### config.mk
export PLATFORM = sky130hd
export DESIGN_NAME = dcesf_flags
export DESIGN_NICKNAME = d
export VERILOG_FILES = /design/src/logic/dcesf_pkg.sv /design/src/logic/dcesf_flags.sv
export VERILOG_INCLUDE_DIRS = /design/src /design/src/logic
export SDC_FILE = /design/constraint.sdc
export NUM_CORES = 1
export LEC_CHECK = 0
export BUFFER_PORTS_ARGS = -buffer_cell sky130_fd_sc_hd__buf_2
export CORE_ASPECT_RATIO = 1.75
export CORE_MARGIN = 3
export CORE_UTILIZATION = 52
export DETAILED_ROUTE_END_ITERATION = 6
export GPL_ROUTABILITY_DRIVEN = 0
export GPL_TIMING_DRIVEN = 0
export PLACE_DENSITY = 0.83
export REMOVE_ABC_BUFFERS = 1
export SYNTH_ARGS = -nofsm -noshare
export SYNTH_HDL_FRONTEND = slang
export SYNTH_SLANG_ARGS = --single-unit
### constraint.sdc
create_clock -name clock -period 2.7 [get_ports clock]
set_input_delay 0.135 -clock clock [delete_from_list [all_inputs] [get_ports clock]]
set_output_delay 0.135 -clock clock [all_outputs]
set_load 0.05 [all_outputs]
### src/logic/dcesf_consts.svh
// Constants for the disk controller error status flag block
`ifndef DCESF_CONSTS_SVH
`define DCESF_CONSTS_SVH
`define DCESF_ADDR_W        2
`define DCESF_OFF_ERR_ONE   2'h0
`define DCESF_OFF_ERR_TWO   2'h1
`define DCESF_OFF_TERM      2'h2
`define DCESF_CYL_BLANK     8'hFF
`define DCESF_E1_NO_ID_MARK 0
`define DCESF_E1_WPROT      1
`define DCESF_E1_NO_SECTOR  2
`define DCESF_E1_OVERRUN    4
`define DCESF_E1_CRC        5
`define DCESF_E1_END_CYL    7
`define DCESF_E2_NO_DMARK   0
`define DCESF_E2_BAD_CYL    1
`define DCESF_E2_SCAN_MISS  2
`define DCESF_E2_SCAN_EQ    3
`define DCESF_E2_WRONG_CYL  4
`define DCESF_E2_DATA_CRC   5
`define DCESF_E2_DELETED    6
`define DCESF_USED_ONE      8'hB7
`define DCESF_USED_TWO      8'h7F
`define DCESF_TERM_ABNORMAL 2'h1
`define DCESF_TERM_NORMAL   2'h0
`endif

### src/logic/dcesf_pkg.sv
// Types for the disk controller error status flag block
package dcesf_pkg;
  typedef enum logic [2:0] {
    DCESF_CMD_READ_DATA,
    DCESF_CMD_WRITE_DATA,
    DCESF_CMD_WRITE_DELETED,
    DCESF_CMD_FORMAT_TRACK,
    DCESF_CMD_SCAN,
    DCESF_CMD_ID_FETCH,
    DCESF_CMD_READ_TRACK,
    DCESF_CMD_OTHER
  } dcesf_cmd_t;

  typedef enum logic [1:0] {
    DCESF_IDLE,
    DCESF_EXEC,
    DCESF_RESULT
  } dcesf_phase_t;

  typedef struct packed {
    dcesf_phase_t phase;
    dcesf_cmd_t   cmd;
    logic [7:0]   err_one;
    logic [7:0]   err_two;
    logic [1:0]   term;
    logic [7:0]   rdata;
    logic [1:0]   index_cnt;
    logic         id_seen;
    logic         wprot_s1;
    logic         wprot_s2;
    logic         index_s1;
    logic         index_s2;
    logic         index_d;
  } dcesf_state_t;
endpackage : dcesf_pkg
### src/logic/dcesf_flags.sv
// Error status flags of a flexible disk controller, with register port
`include "dcesf_consts.svh"
`timescale 1ns/100ps
`default_nettype none

module dcesf_flags
  import dcesf_pkg::*;
(
  input  wire logic                     clock,
  input  wire logic                     rst_n,
  // Register port
  input  wire logic [`DCESF_ADDR_W-1:0] addr,
  input  wire logic                     wr_stb,
  input  wire logic                     rd_stb,
  input  wire logic [7:0]               wdata,
  output logic      [7:0]               rdata,
  // Command sequencing from the controller core
  input  wire logic                     cmd_start,
  input  wire dcesf_cmd_t               cmd_code,
  input  wire logic                     cmd_done,
  output logic                          in_result,
  output logic      [1:0]               term_code,
  // Events from the drive side, one cycle pulses on this clock, except the two cylinder bytes
  input  wire logic                     id_mark_found,
  input  wire logic                     data_mark_missing,
  input  wire logic                     sector_missing,
  input  wire logic                     id_field_bad,
  input  wire logic                     xfer_overrun,
  input  wire logic                     id_crc_err,
  input  wire logic                     data_crc_err,
  input  wire logic                     past_cyl_end,
  input  wire logic                     cyl_check,
  input  wire logic [7:0]               cyl_on_medium,
  input  wire logic [7:0]               cyl_requested,
  input  wire logic                     scan_no_match,
  input  wire logic                     scan_equal,
  input  wire logic                     deleted_mark,
  // Drive pins, asynchronous to this clock
  input  wire logic                     index_pin,
  input  wire logic                     wprot_pin
);

  dcesf_state_t st_reg;
  dcesf_state_t st_next;

  // True while the command is one of the listed kinds
  function automatic logic cmd_is(input dcesf_cmd_t c, input dcesf_cmd_t a,
                                  input dcesf_cmd_t b, input dcesf_cmd_t d);
    cmd_is = (c == a) || (c == b) || (c == d);
  endfunction : cmd_is

  logic        exec;
  logic        index_rise;
  logic        not_found;
  logic [7:0]  set_one;
  logic [7:0]  set_two;
  logic        any_err;

  assign exec       = (st_reg.phase == DCESF_EXEC);
  assign index_rise = st_reg.index_s2 & ~st_reg.index_d;

  // Flag set terms gathered per bit
  always_comb begin
    set_one = 8'h00;
    set_two = 8'h00;
    not_found = 1'b0;
    if (exec) begin
      if (index_rise && !st_reg.id_seen && st_reg.index_cnt == 2'h1) begin
        set_one[`DCESF_E1_NO_ID_MARK] = 1'b1;
      end
      if (data_mark_missing) begin
        set_one[`DCESF_E1_NO_ID_MARK] = 1'b1;
        set_two[`DCESF_E2_NO_DMARK]   = 1'b1;
      end
      if (st_reg.wprot_s2 && cmd_is(st_reg.cmd, DCESF_CMD_WRITE_DATA,
          DCESF_CMD_WRITE_DELETED, DCESF_CMD_FORMAT_TRACK)) begin
        set_one[`DCESF_E1_WPROT] = 1'b1;
      end
      if (sector_missing && cmd_is(st_reg.cmd, DCESF_CMD_READ_DATA,
          DCESF_CMD_WRITE_DELETED, DCESF_CMD_SCAN)) begin
        not_found = 1'b1;
      end
      if (id_field_bad && st_reg.cmd == DCESF_CMD_ID_FETCH) begin
        not_found = 1'b1;
      end
      if (sector_missing && st_reg.cmd == DCESF_CMD_READ_TRACK) begin
        not_found = 1'b1;
      end
      set_one[`DCESF_E1_NO_SECTOR] = not_found;
      if (xfer_overrun) begin
        set_one[`DCESF_E1_OVERRUN] = 1'b1;
      end
      if (id_crc_err || data_crc_err) begin
        set_one[`DCESF_E1_CRC] = 1'b1;
      end
      if (past_cyl_end) begin
        set_one[`DCESF_E1_END_CYL] = 1'b1;
      end
      if (not_found && cyl_check && cyl_on_medium != cyl_requested) begin
        set_two[`DCESF_E2_WRONG_CYL] = 1'b1;
        if (cyl_on_medium == `DCESF_CYL_BLANK) begin
          set_two[`DCESF_E2_BAD_CYL] = 1'b1;
        end
      end
      if (st_reg.cmd == DCESF_CMD_SCAN) begin
        set_two[`DCESF_E2_SCAN_MISS] = scan_no_match;
        set_two[`DCESF_E2_SCAN_EQ]   = scan_equal;
      end
      if (data_crc_err) begin
        set_two[`DCESF_E2_DATA_CRC] = 1'b1;
      end
      if (deleted_mark && (st_reg.cmd == DCESF_CMD_READ_DATA ||
          st_reg.cmd == DCESF_CMD_SCAN)) begin
        set_two[`DCESF_E2_DELETED] = 1'b1;
      end
    end
  end

  assign any_err = |(st_reg.err_one | set_one) |
                   |((st_reg.err_two | set_two) &
                     ~(8'h01 << `DCESF_E2_SCAN_EQ));

  // Next state of the whole block
  always_comb begin
    st_next          = st_reg;
    st_next.wprot_s1 = wprot_pin;
    st_next.wprot_s2 = st_reg.wprot_s1;
    st_next.index_s1 = index_pin;
    st_next.index_s2 = st_reg.index_s1;
    st_next.index_d  = st_reg.index_s2;
    st_next.rdata    = 8'h00;
    if (cmd_start) begin
      st_next.phase     = DCESF_EXEC;
      st_next.cmd       = cmd_code;
      st_next.err_one   = 8'h00;
      st_next.err_two   = 8'h00;
      st_next.term      = `DCESF_TERM_NORMAL;
      st_next.index_cnt = 2'h0;
      st_next.id_seen   = 1'b0;
    end else if (exec) begin
      st_next.err_one = (st_reg.err_one | set_one) & `DCESF_USED_ONE;
      st_next.err_two = (st_reg.err_two | set_two) & `DCESF_USED_TWO;
      if (id_mark_found) begin
        st_next.id_seen = 1'b1;
      end
      if (index_rise && st_reg.index_cnt != 2'h2) begin
        st_next.index_cnt = st_reg.index_cnt + 2'h1;
      end
      if (cmd_done) begin
        st_next.phase = DCESF_RESULT;
        st_next.term  = any_err ? `DCESF_TERM_ABNORMAL
                                : `DCESF_TERM_NORMAL;
      end
    end
    // Read data one cycle after the strobe; writes have no effect
    if (rd_stb) begin
      unique case (addr)
        `DCESF_OFF_ERR_ONE: st_next.rdata = st_reg.err_one;
        `DCESF_OFF_ERR_TWO: st_next.rdata = st_reg.err_two;
        `DCESF_OFF_TERM:    st_next.rdata = {st_reg.term, 6'h00};
        default:            st_next.rdata = 8'h00;
      endcase
    end
  end

  // State register
  always_ff @(posedge clock or negedge rst_n) begin
    if (!rst_n) begin
      st_reg <= '{phase: DCESF_IDLE, cmd: DCESF_CMD_OTHER, default: '0};
    end else begin
      st_reg <= st_next;
    end
  end

  assign rdata     = st_reg.rdata;
  assign in_result = (st_reg.phase == DCESF_RESULT);
  assign term_code = st_reg.term;

endmodule : dcesf_flags
`default_nettype wire

==> flow_metrics.py <==
metrics = {
    "clock_tree": {
        "clockBufferDepth": 2,
        "cts_tree": "done",
        "clkLatencyLatePin_ns": 0.29,
        "cts_root_buffer": "clkbuf_8",
        "numCtsBuffers": 5,
        "cts.sinks": 35,
        "clkTransAtPathRegs_ns": 0.07,
        "cts_max_level": 2,
    },
    "yosys": {
        "yosys.area.top_type": "dfrtp_1",
        "postSynthCellCount": 150,
        "synth_top_area_share_pct": 48.8,
        "synthTopCellsByArea": "dfrtp_1, nor2_1, dfstp_2, xnor2_1, buf_4",
        "yosysWarnings": 0,
        "yosysUniqueCellTypes": 39,
        "synth_area_per_cell_um2": 10.9,
        "yosysSeqAreaShare_pct": 53.6,
        "synth_area_um2": 1640,
        "synth-seq-cells": 35,
    },
    "die": {
        "row_count": 26,
        "core-area_um2": 2960,
        "die_h_um": 80.3,
        "pin_count": 60,
        "die_area_um2": 3890,
        "initial_core_util_pct": 55.5,
        "fp.dieW_um": 48.5,
    },
    "job": {
        "drv_cap": 0,
    },
    "worst_setup_path": {
        "crit_path_cell_trace": "nor2b_4 -> and4b_1 -> nand4_1 -> o31a_1",
        "cp_top_family": "simple AND/OR/NAND/NOR gates",
        "slowest_delay_ns": 0.44,
        "cp-start-kind": "flop",
        "cp.arrival_ns": 1.79,
        "crit_required_ns": 2.88,
        "critPathCaptureType": "flop",
        "worstPathMaxFanout": 13,
        "path_class": "reg -> reg",
        "path_buf_inv": 0,
        "slowest_stage": "dfrtp_1",
    },
    "global_route": {
        "grt_pass1_wl_um": 5780,
        "grt_util_met3_pct": 6.86,
        "grtUsageMet2_pct": 37.6,
        "grt_max_degree": 36,
        "grt_pass1_vias": 1330,
        "overflow": 0,
        "top_usage_layer": "met2",
        "met1_usage_pct": 17.9,
        "grtUsageTotal_pct": 20.0,
        "antenna_found_initial": 0,
    },
    "timing": {
        "rsz0062_at_grt": "false",
        "max_freq_mhz": 620,
        "fin_crit_ns": 1.61,
        "maxSlewHeadroom_pct": 48.2,
        "fin_tns_setup_ns": 0,
        "timing.final.crit_share_pct": 59.8,
        "hold_viol_final": 0,
        "worstMarginPinSlew_ns": 0.777,
        "skew_ns": 0.0126,
        "setup_viol": 0,
        "finalWorstSetupSlack_ns": 1.09,
        "drv_slew": 0,
    },
    "finish": {
        "n_fill_cell": 246,
        "synthToLayoutAreaGrowth_pct": 18.9,
        "nNetsFinal": 246,
        "drive_gt1_share_pct": 34.2,
        "seqCellArea_um2": 880,
        "multi_input_area_um2": 646,
        "layout_commonest_cell": "buf_2",
        "final_cell_mix": "buf_2, dfrtp_1, nor2_1",
        "largest_register_ffs": 23,
        "diodes": 0,
    },
    "hold_path": {
        "hold_class": "in -> reg",
    },
    "place": {
        "hpwl_um": 2620,
        "portBuffers": 49,
        "dp_slack_ns": 1.09,
    },
    "detailed_routing": {
        "drt_wl_total_um": 3520,
        "drt_pass1_iterations": 4,
        "avgViaCountPerCell": 5.15,
        "drc": 0,
        "ant_nets": 0,
        "drt-initial-drc-count": 16,
        "vias": 1225,
        "wl_per_cell_um": 14.8,
    },
    "power": {
        "ir_drop_v": 0.000549,
        "p_leak_uw": 0.000956,
        "p_per_area_nw_per_um2": 575,
    },
    "run_status": {
        "status": "completed",
    },
}
final timing paths:
path                                        start  slack, ns                       end  depth (start not counted)
hold / removal                             rd_stb       0.07        rdata[6]$_DFF_PN0_                          2
hold reg to reg              st_next[1]$_DFF_PN0_       0.35      st_next[0]$_DFF_PN0_                          0
min in group asynchronous                   rst_n       0.46    st_reg[19]$_DFFE_PN0P_                          2
max in group asynchronous                   rst_n       1.74    st_reg[27]$_DFFE_PN0P_                          2
setup / recovery           st_reg[37]$_DFFE_PN0P_       1.09  term_code[0]$_DFFE_PN0P_                          4
setup reg to reg           st_reg[37]$_DFFE_PN0P_       1.09  term_code[0]$_DFFE_PN0P_                          4
synthesized netlist by cell type:
cell type  instances
a211oi_1           1
a21o_1             1
a21oi_1           11
a221oi_2           1
a31o_2             2
a31oi_1            3
a41oi_1            1
and2_1             1
and2b_1            2
and4b_1            2
and4bb_1           1
buf_4             10
buf_6              1
clkbuf_1           3
conb_1             1
dfrtp_1           32
dfstp_2            3
ha_1               2
inv_1              5
mux2_2             2
mux2i_1            5
nand2_1            5
nand2b_1           3
nand3_1            2
nand3b_1           1
nand4_1            4
nor2_1            22
nor2b_1            2
nor2b_4            1
nor3b_1            1
nor4_1             2
nor4b_1            1
o2111ai_2          1
o21ai_0            1
o22ai_1            1
o31a_1             1
o41ai_2            1
or2_2              2
xnor2_1            9
routing by layer:
layer,share of wire (%),vias to the layer above
met3,6.6,8
met1,36,574
met5,0,-
met2,55,44
met4,2.6,0
li1,-,599
through the flow:
| step | cells | power, µW | instance area, µm² | hold WS, ns | utilization (%) |
|---|---|---|---|---|---|
| global route | 238 | 1180 | 1950 | 0.0787 | 65.9 |
| detailed placement | 227 | 773 | 1840 | 0.245 | 62.2 |
| floorplan | 136 | 693 | 1540 | -0.161 | - |
| finish | 238 | 1120 | 1950 | 0.0717 | 65.9 |
| global placement | 227 | 764 | 1840 | 0.228 | 62.2 |
| CTS | 238 | 1130 | 1950 | 0.0631 | 65.9 |
cell families (layout without fill, tap and decap cells):
logic type               count (synthesis)  in the layout  synth area share, %
flip-flops                              35             35                 53.6
XOR/XNOR                                 9              9                 4.80
adder cells (fa/ha/maj)                  2              2                 1.52
other                                    1              1                0.228
multiplexers                             7              7                 4.42
AO/OA/AOI/OAI                           25             25                 11.1
AND/OR/NAND/NOR                         52             52                 17.3
buffers and inverters                   19             65                 7.09
report_power, final:
part	leakage, µW	total [µW]	internal [µW]	switching [µW]
combinational	0.000465	184	78.1	106
clock	0.0000395	355	183	172
sequential	0.000451	584	560	24.7
total	0.000956	1120	821	302
final cells by class:
class | instances | area share (%)
flip-flops and latches | 35 | 45.1
multi-input cells | 96 | 33.1
repair buffers | 52 | 14.1
clock buffers | 8 | 4.10
well taps | 42 | 2.69
inverters | 5 | 0.962
repair_timing:
item | in CTS | in global routing
setup buffers | 0 | 0
hold buffers | 3 | 0
hold endpoints to repair | 34 | 0
resized for setup | 0 | 0
Note: power is estimated with default switching activity, not from simulation.
